**config.mk**
```make
export PLATFORM = sky130hd
export DESIGN_NAME = rps_sequencer
export DESIGN_NICKNAME = d
export VERILOG_FILES = /design/src/inc/rps_pkg.sv /design/src/rps_sequencer.sv /design/src/rps_delay_counter.sv
export SDC_FILE = /design/constraint.sdc
export NUM_CORES = 1
export LEC_CHECK = 0
export ABC_CLOCK_PERIOD_IN_PS = 4160
export BUFFER_PORTS_ARGS = -buffer_cell sky130_fd_sc_hd__buf_2
export CAP_MARGIN = 10
export CELL_PAD_IN_SITES_DETAIL_PLACEMENT = 1
export CELL_PAD_IN_SITES_GLOBAL_PLACEMENT = 1
export CORE_ASPECT_RATIO = 2
export CORE_MARGIN = 4
export CORE_UTILIZATION = 35
export DETAILED_ROUTE_END_ITERATION = 7
export MAX_ROUTING_LAYER = met4
export PLACE_DENSITY = 0.72
export SKIP_CTS_REPAIR_TIMING = 1
export SLEW_MARGIN = 20
export SYNTH_ARGS = -nofsm -noshare
export SYNTH_HDL_FRONTEND = slang
export SYNTH_SLANG_ARGS = --single-unit
```
**constraint.sdc**
```tcl
create_clock -name i_clock -period 4.16 [get_ports i_clock]
set_input_delay 0.208 -clock i_clock [delete_from_list [all_inputs] [get_ports i_clock]]
set_output_delay 0.208 -clock i_clock [all_outputs]
set_load 0.05 [all_outputs]
```
**src/inc/rps_pkg.sv**
```systemverilog
// rps_pkg: constants, states and carriers for the reset pin and start-up sequencer
// assumes one clock; all cycle counts are in bus cycles (bus-tick enables) except OSC_DIV_LAST, which counts clock cycles
package rps_pkg;

    localparam int unsigned CNT_W = 12;
    localparam logic [CNT_W-1:0] STARTUP_LONG_CYC = 12'hFE0;   // 4064
    localparam logic [CNT_W-1:0] STARTUP_SHORT_CYC = 12'h080;  // 128
    localparam logic [CNT_W-1:0] DRIVE_LOW_CYC = 12'h004;
    localparam logic [2:0] CLASSIFY_LIMIT = 3'h4;
    localparam logic [1:0] OSC_DIV_LAST = 2'h3;
    localparam logic [7:0] SYNTH_MULT_RESET = 8'h01;

    typedef enum logic [2:0] {
        ST_STARTUP = 3'h0,
        ST_RUN = 3'h1,
        ST_DRIVE = 3'h2,
        ST_CLASSIFY = 3'h3,
        ST_EXTERNAL = 3'h4,
        ST_HALT = 3'h5
    } rps_state_e;

    typedef struct packed {
        logic valid;
        logic internal;
    } rps_class_s;

    typedef struct packed {
        logic fail_clock_monitor;
        logic fail_watchdog;
    } rps_fail_s;

endpackage

```
**src/rps_sequencer.sv**
```systemverilog
// rps_sequencer: reset pin handling, reset classification, start-up delay and clock source
// assumes i_rst is the power-on reset; the pin input may be asynchronous and passes a two-flop synchroniser on i_clock
`timescale 1ns/1ps
module rps_sequencer
    import rps_pkg::*;
(
    // clock and reset
    input wire logic i_clock,
    input wire logic i_rst,
    input wire logic i_ce,
    // reset pin, open drain
    input wire logic i_pin_in,
    output logic o_pin_out,
    output logic o_pin_oe,
    // failure sources and halt mode
    input wire rps_fail_s i_fail,
    input wire logic i_halt_enter,
    input wire logic i_halt_exit,
    // manufacture-time options
    input wire logic i_options_present,
    input wire logic i_opt_short_startup,
    input wire logic [7:0] i_opt_synth_mult,
    // clock source
    input wire logic i_sw_select_pll,
    input wire logic i_pll_tick,
    output logic o_clk_sel_pll,
    output logic o_bus_tick,
    // status towards the core
    output logic o_sys_reset,
    output logic o_run,
    output rps_class_s o_class,
    output logic [7:0] o_synth_mult
);

    ////////////////////////////////////////////////////////////////////////////
    // pin synchroniser
    logic sync1_ff;
    logic sync2_ff;

    always_ff @(posedge i_clock or posedge i_rst) begin
        if (i_rst) begin
            sync1_ff <= 1'b1;
            sync2_ff <= 1'b1;
        end else if (i_ce) begin
            sync1_ff <= i_pin_in;
            sync2_ff <= sync1_ff;
        end
    end

    ////////////////////////////////////////////////////////////////////////////
    // option capture and clock source
    logic first_ff;
    logic opt_short_ff;
    logic sel_pll_ff;
    logic [1:0] div_ff;
    logic [7:0] synth_ff;
    logic nxt_first;
    logic nxt_opt_short;
    logic nxt_sel_pll;
    logic [1:0] nxt_div;
    logic [7:0] nxt_synth;
    logic bus_tick;

    always_comb begin
        nxt_first = 1'b0;
        nxt_opt_short = opt_short_ff;
        nxt_synth = synth_ff;
        nxt_sel_pll = sel_pll_ff;
        nxt_div = div_ff + 2'h1;
        if (first_ff) begin
            nxt_opt_short = i_options_present && i_opt_short_startup;
            nxt_synth = i_options_present ? i_opt_synth_mult : SYNTH_MULT_RESET;
        end
        if (i_sw_select_pll) begin
            nxt_sel_pll = 1'b1;
        end
    end

    always_ff @(posedge i_clock or posedge i_rst) begin
        if (i_rst) begin
            first_ff <= 1'b1;
            opt_short_ff <= 1'b0;
            synth_ff <= SYNTH_MULT_RESET;
            sel_pll_ff <= 1'b0;
            div_ff <= 2'h0;
        end else if (i_ce) begin
            first_ff <= nxt_first;
            opt_short_ff <= nxt_opt_short;
            synth_ff <= nxt_synth;
            sel_pll_ff <= nxt_sel_pll;
            div_ff <= nxt_div;
        end
    end

    // oscillator divided by four unless the loop output is the source
    assign bus_tick = sel_pll_ff ? i_pll_tick : (div_ff == OSC_DIV_LAST);

    ////////////////////////////////////////////////////////////////////////////
    // sequencer
    rps_state_e state_ff;
    rps_state_e nxt_state;
    rps_class_s class_ff;
    rps_class_s nxt_class;
    logic [2:0] cls_cnt_ff;
    logic [2:0] nxt_cls_cnt;
    logic dly_load;
    logic [CNT_W-1:0] dly_count;
    logic dly_done;
    logic fail_any;

    assign fail_any = i_fail.fail_clock_monitor || i_fail.fail_watchdog;

    always_comb begin
        nxt_state = state_ff;
        nxt_class = class_ff;
        nxt_cls_cnt = cls_cnt_ff;
        dly_load = 1'b0;
        // the first load after power-on happens on the edge that captures the option
        dly_count = nxt_opt_short ? STARTUP_SHORT_CYC : STARTUP_LONG_CYC;
        case (state_ff)
            ST_STARTUP: begin
                if (first_ff) begin
                    dly_load = 1'b1;
                end else if (!sync2_ff) begin
                    nxt_state = ST_EXTERNAL;
                end else if (dly_done) begin
                    nxt_state = ST_RUN;
                end
            end
            ST_RUN: begin
                if (fail_any) begin
                    nxt_state = ST_DRIVE;
                    dly_load = 1'b1;
                    dly_count = DRIVE_LOW_CYC;
                end else if (!sync2_ff) begin
                    nxt_state = ST_EXTERNAL;
                    nxt_class = '{valid: 1'b1, internal: 1'b0};
                end else if (i_halt_enter) begin
                    nxt_state = ST_HALT;
                end
            end
            ST_DRIVE: begin
                if (dly_done) begin
                    nxt_state = ST_CLASSIFY;
                    nxt_cls_cnt = 3'h0;
                end
            end
            ST_CLASSIFY: begin
                if (sync2_ff && cls_cnt_ff < CLASSIFY_LIMIT) begin
                    nxt_state = ST_RUN;
                    nxt_class = '{valid: 1'b1, internal: 1'b1};
                end else if (cls_cnt_ff >= CLASSIFY_LIMIT) begin
                    nxt_state = ST_EXTERNAL;
                    nxt_class = '{valid: 1'b1, internal: 1'b0};
                end else if (bus_tick) begin
                    nxt_cls_cnt = cls_cnt_ff + 3'h1;
                end
            end
            ST_EXTERNAL: begin
                if (sync2_ff) begin
                    nxt_state = ST_RUN;
                end
            end
            ST_HALT: begin
                if (!sync2_ff) begin
                    nxt_state = ST_EXTERNAL;
                end else if (i_halt_exit) begin
                    nxt_state = ST_STARTUP;
                    dly_load = 1'b1;
                end
            end
            default: begin
                nxt_state = ST_STARTUP;
            end
        endcase
    end

    always_ff @(posedge i_clock or posedge i_rst) begin
        if (i_rst) begin
            state_ff <= ST_STARTUP;
            class_ff <= '0;
            cls_cnt_ff <= 3'h0;
        end else if (i_ce) begin
            state_ff <= nxt_state;
            class_ff <= nxt_class;
            cls_cnt_ff <= nxt_cls_cnt;
        end
    end

    rps_delay_counter u_delay (
        .i_clock(i_clock),
        .i_rst(i_rst),
        .i_ce(i_ce),
        .i_load(dly_load),
        .i_count(dly_count),
        .i_tick(bus_tick),
        .o_done(dly_done)
    );

    ////////////////////////////////////////////////////////////////////////////
    // outputs
    assign o_pin_out = 1'b0;
    assign o_pin_oe = (state_ff == ST_DRIVE);
    assign o_sys_reset = (state_ff == ST_DRIVE) || (state_ff == ST_CLASSIFY) || (state_ff == ST_EXTERNAL);
    assign o_run = (state_ff == ST_RUN);
    assign o_class = class_ff;
    assign o_synth_mult = synth_ff;
    assign o_clk_sel_pll = sel_pll_ff;
    assign o_bus_tick = bus_tick;
endmodule // rps_sequencer

```
**src/rps_delay_counter.sv**
```systemverilog
// rps_delay_counter: loadable down-counter of bus cycles
// assumes i_tick is a one-cycle bus-cycle enable from the caller
`timescale 1ns/1ps
module rps_delay_counter
    import rps_pkg::*;
(
    // clock and reset
    input wire logic i_clock,
    input wire logic i_rst,
    input wire logic i_ce,
    // control
    input wire logic i_load,
    input wire logic [CNT_W-1:0] i_count,
    input wire logic i_tick,
    // status
    output logic o_done
);

    logic [CNT_W-1:0] cnt_ff;
    logic [CNT_W-1:0] nxt_cnt;

    always_comb begin
        nxt_cnt = cnt_ff;
        if (i_load) begin
            nxt_cnt = i_count;
        end else if (i_tick && cnt_ff != '0) begin
            nxt_cnt = cnt_ff - 12'h001;
        end
    end

    always_ff @(posedge i_clock or posedge i_rst) begin
        if (i_rst) begin
            cnt_ff <= '0;
        end else if (i_ce) begin
            cnt_ff <= nxt_cnt;
        end
    end

    assign o_done = (cnt_ff == '0) && !i_load;

endmodule // rps_delay_counter

```
Word-level counts from Yosys, hierarchy flattened:

Cells that the tools add are included.
Widths: inputs -> output; s select.

* flip-flop bits (word level): 35
* bits of input ports: 20
* output and inout bits: 16
* word-level logic and storage cells: 91

* add/sub/neg operators: 3
* order comparisons: 2
* equality and inequality tests: 18
* mux-type cells: 36
* reduce and logical (&&, ||, !) cells: 20

Operators with widths (count)
* $mux 12: 5
* $mux 3: 16
* $pmux 3 s6: 1
* $logic_not 12->1: 1
* $ne 2x2->1 const B: 6
* $reduce_bool 12->1: 1
* $sub 12x1->12 const B: 1
* $ne 3x3->1 const B: 3
* $mux 2: 4
* $mux 8: 1
* $reduce_and 8->1: 1
* $eq 3x2->1 const B: 2
* $eq 3x3->1 const B: 2
* $mux 1: 6
* $pmux 3 s2: 1
* $reduce_and 2->1: 3
* $reduce_and 6->1: 1
* $reduce_bool 2->1: 3
* $reduce_and 5->1: 1
* $logic_and 1x1->1: 4
* $ne 2x1->1 const B: 2
* $ne 4x3->1 const B: 1
* $pmux 2 s2: 1
* $add 3x1->3 const B: 1
* other kinds (9): 11

Longest topological paths before layout:

* depth after elaboration: 9
* gate-level depth with buffers: 8
* mapped depth without buffers: 7

Cells and area by module:

Synthesis repeated with hierarchy kept, for this count alone.

* cell total of the unflattened synthesis: 238
* area, all modules: 2182.1 um2

By module, submodules not included
* rps_sequencer: instances 1, cells each 138, area an instance 1302.5 um2, seq. area each 580.6 um2
* rps_delay_counter: instances 1, cells each 100, area an instance 879.6 um2, seq. area each 300.3 um2

Least setup slack after synthesis:

Ideal clock, no wire load.

* path kind: reg-to-reg
* from: reg state_ff[0]
* to: reg state_ff[2]
* library setup time: 0.125 ns
* arrival: 2.565 ns
* data required time: 4.035 ns
* path slack: 1.470 ns
* stages on the path, launching flop included: 5
* path buffers: 0
* period minus slack after synthesis: 2.690 ns
* cells stage by stage: dfrtp_1 nor3b_1 nand3_1 o21ai_0 mux2_2

* cells in the longest elaborated chain, start to end: 6
* elaborated cells between the ends (all ways): 18
* those cells by class: 12 x eq/ne; 2 x mux; 4 x reduce/logical

RTL lines
* start: declaration: RTL line rps_sequencer.sv:100 `rps_state_e state_ff;`
* start signal: assignment: RTL line rps_sequencer.sv:184 `state_ff <= nxt_state;`
* $eq 3x1->1 (*)
* net o_run: RTL line rps_sequencer.sv:30 `output logic o_run,`
* $pmux 1 s3: RTL line rps_sequencer.sv:120 `case (state_ff)`
* $logic_not 1->1: RTL line rps_delay_counter.sv:39 `assign o_done = (cnt_ff == '0) && !i_load;`
* $logic_and 1x1->1: RTL line rps_delay_counter.sv:39
* $ne 3x3->1 (no line) / $ne 2x1->1 (equally long branches)
* $reduce_and 8->1 (no line)

Mark *: on every way through the listed nets, which the timed path passes. The rest lies on a longest branch.
A chain may end at the register's enable or synchronous reset.

Worst setup path after layout:

* from: reg state_ff[0]
* to: reg cls_cnt_ff[0]

* cells in the longest elaborated chain, start to end: 6
* elaborated cells between the ends (all ways): 15
* those cells by class: 8 x eq/ne; 2 x mux; 5 x reduce/logical

RTL lines
* $eq 3x3->1 (tied with other cells): RTL line rps_sequencer.sv:120
* $pmux 1 s3: RTL line rps_sequencer.sv:120
* $logic_not 1->1: RTL line rps_delay_counter.sv:39
* $logic_and 1x1->1: RTL line rps_delay_counter.sv:39
* $ne 2x1->1 (no line)
* $reduce_and 6->1 (no line)
* end signal: assignment: RTL line rps_sequencer.sv:186 `cls_cnt_ff <= nxt_cls_cnt;`
* end: declaration: RTL line rps_sequencer.sv:104 `logic [2:0] cls_cnt_ff;`

Several ways; a longest one is shown, not always the timed one.

==> out/metrics.cfg <==
[timing]
tns_ps = 0
max_freq_mhz = 411
tightest_slew_ps = 796
hold_violations = 0
setup_viol = 0
fin_crit_ps = 2440
slew_violations = 0
slew_headroom = 0.464
whs_ps = 26.0
finalCritPeriodShare = 0.585
skew_ps = 16.0
rsz0062_at_grt = false

[floorplanning]
initial_core_util = 0.365
dieWidth_um = 61.7
io-pin-count = 36
die_h_um = 115
coreArea_sq_um = 5520
row_count = 38
die_area_sq_um = 7110

[global_route]
grt_pass1_vias = 1937
overflow = 0
antenna_found_initial = 0
grt_start_max_net_pins = 36
grt_pass1_wl_um = 9520
grt_usage = 0.182

[synth]
synth.distinct_cells = 55
yosysTopAreaCellShare = 0.385
post-synth-top-area-cell = dfrtp_1
synth_common_cells = nand2_1 (39), dfrtp_1 (31), o21ai_0 (24), nor2_1 (16), a21oi_1 (9)
avgSynthCellArea_sq_um = 8.92
synth_top_flop_cell = dfrtp_1
synth_cells = 226
syn_nets = 250
async_flop_share = 1.00
yosysMostFrequentCell = nand2_1
seq_area_frac_synth = 0.437
synth_edf_count = 0
syn_area_sq_um = 2020
ys_top_cells_by_area = dfrtp_1 (38%), nand2_1 (7.3%), o21ai_0 (6.0%)
yosysWarnings = 0
synth-seq-cells = 35

[run_status]
status = finished clean

[cts]
clock_latency_ps = 290
cts.path.max_buffers = 2
clk_pin_slew_ps = 90
cts-root-buf = clkbuf_8
h-tree-depth = 2
cts_buffers = 5
tritoncts = yes
numClockSinks = 35

[routing]
drt-total-wl_um = 5500
via_per_inst = 5.66
wire_per_inst_um = 17.2
postRouteAntennaNets = 0
drtIter0Drc = 44
route.detailed.drc = 0
dr.pass1.iters = 4
dr_total_vias = 1806

[job]
maxCapViolations = 0

[pwr]
powerDensity_nw_per_um2 = 668
power_leakage_nw = 1.05
irDropWorstVdd_mv = 0.523

[cells_and_area]
synthToLayoutAreaGrowth_pct = 15.5
instances_no_fill = 319
n_antenna_cell = 0
final_nets = 282
drive_above_1_share = 0.247

[setup_path]
start_kind = flip-flop
reg2regPathDepth = 5
criticalPathCategory = reg -> reg
cp_max_fo = 17
worstPathArrival_ps = 2600
cp-end-kind = flip-flop
required_ps = 4330

[place]
place_congestion = 0.802
port_buffers = 34
post-dp-hpwl_um = 4170
dpl.cell_count = 311

[hold_path]
hold_path_class = in -> async

where the power goes:
| part | internal, W | switching, W |
|---|---|---|
| Sequential | 0.000439 | 0.000129 |
| Clock | 0.000179 | 0.000130 |
| Combinational | 0.000248 | 0.000430 |
cell type report:
type,instances,area [sq um]
fillers,658,3190
multi-input cells,173,1050
flip-flops and latches,35,881
repair buffers,35,178
well taps,60,75.1
clock buffers,6,72.6
clock inverters,2,37.5
inverters,8,30.0
stage by stage:
| step | total power [W] | cell area [sq um] | utilization | setup slack (ps) |
|---|---|---|---|---|
| after floorplan | 0.00107 | 2020 | - | 1470 |
| after global placement | 0.00124 | 2220 | 0.402 | 1810 |
| after detailed placement | 0.00125 | 2220 | 0.402 | 1730 |
| after CTS | 0.00157 | 2330 | 0.422 | 1710 |
| after global routing | 0.00168 | 2330 | 0.422 | 1520 |
| final | 0.00155 | 2330 | 0.422 | 1720 |
critical path, cell delays in order (launching register included):
cell and delay, ps:
dfrtp_1 640, or3b_2 520, a32oi_2 420, nand2_1 160, a21boi_2 230, mux2_2 350
flip-flops by register name, summed over array words and instances, names as in the netlist, 2 cells and up:
signal and count:
cls_cnt_ff 3, u_delay.cnt_ff 12, div_ff 2, o_class 2
state_ff 3, o_synth_mult 8
kinds of logic after synthesis:
group                    after synthesis  share of synthesized area
XOR/XNOR                               1                    0.00435
flip-flops                            35                      0.437
other                                  1                    0.00186
multiplexers                           8                     0.0441
buffers and inverters                 18                     0.0397
adder cells (fa/ha/maj)                4                     0.0248
AND/OR/NAND/NOR                       91                      0.217
AO/OA/AOI/OAI                         68                      0.232
path summary, 6_finish.rpt:
kind | startpoint | endpoint | slack, ps
worst max-delay path | state_ff[0] | cls_cnt_ff[0] | 1720
worst min-delay path | i_rst | div_ff[0] | 30
worst max register to register | state_ff[0] | cls_cnt_ff[0] | 1720
worst min register to register | o_class[1] | o_class[1] | 470
max in group asynchronous | i_rst | sync1_ff | 3780
min in group i_clock | i_sw_select_pll | o_clk_sel_pll | 120
metal layers:
metal  vias to the layer above  track usage  wire length (um)
li1                        877            -                 -
met1                       880        0.199              2050
met2                        34        0.316              3160
met3                        15       0.0225               115
met4                         0       0.0793               176
met5                         -            -                 0
cell usage in the layout (no fill, tap or decap), types with 4 or more instances in the layout:
master,Yosys,final
o21ai_0,24,24
mux2_2,7,7
buf_2,1,34
o211ai_1,4,4
dfstp_2,4,4
o31ai_1,5,5
ha_1,4,4
dfrtp_1,31,31
nor2_1,16,16
clkbuf_8,0,5
nor3_1,7,7
nor2b_1,5,5
inv_1,8,8
a211oi_1,4,4
nand2_1,39,39
a21oi_1,9,9
Power figures use the tool's default switching activity.
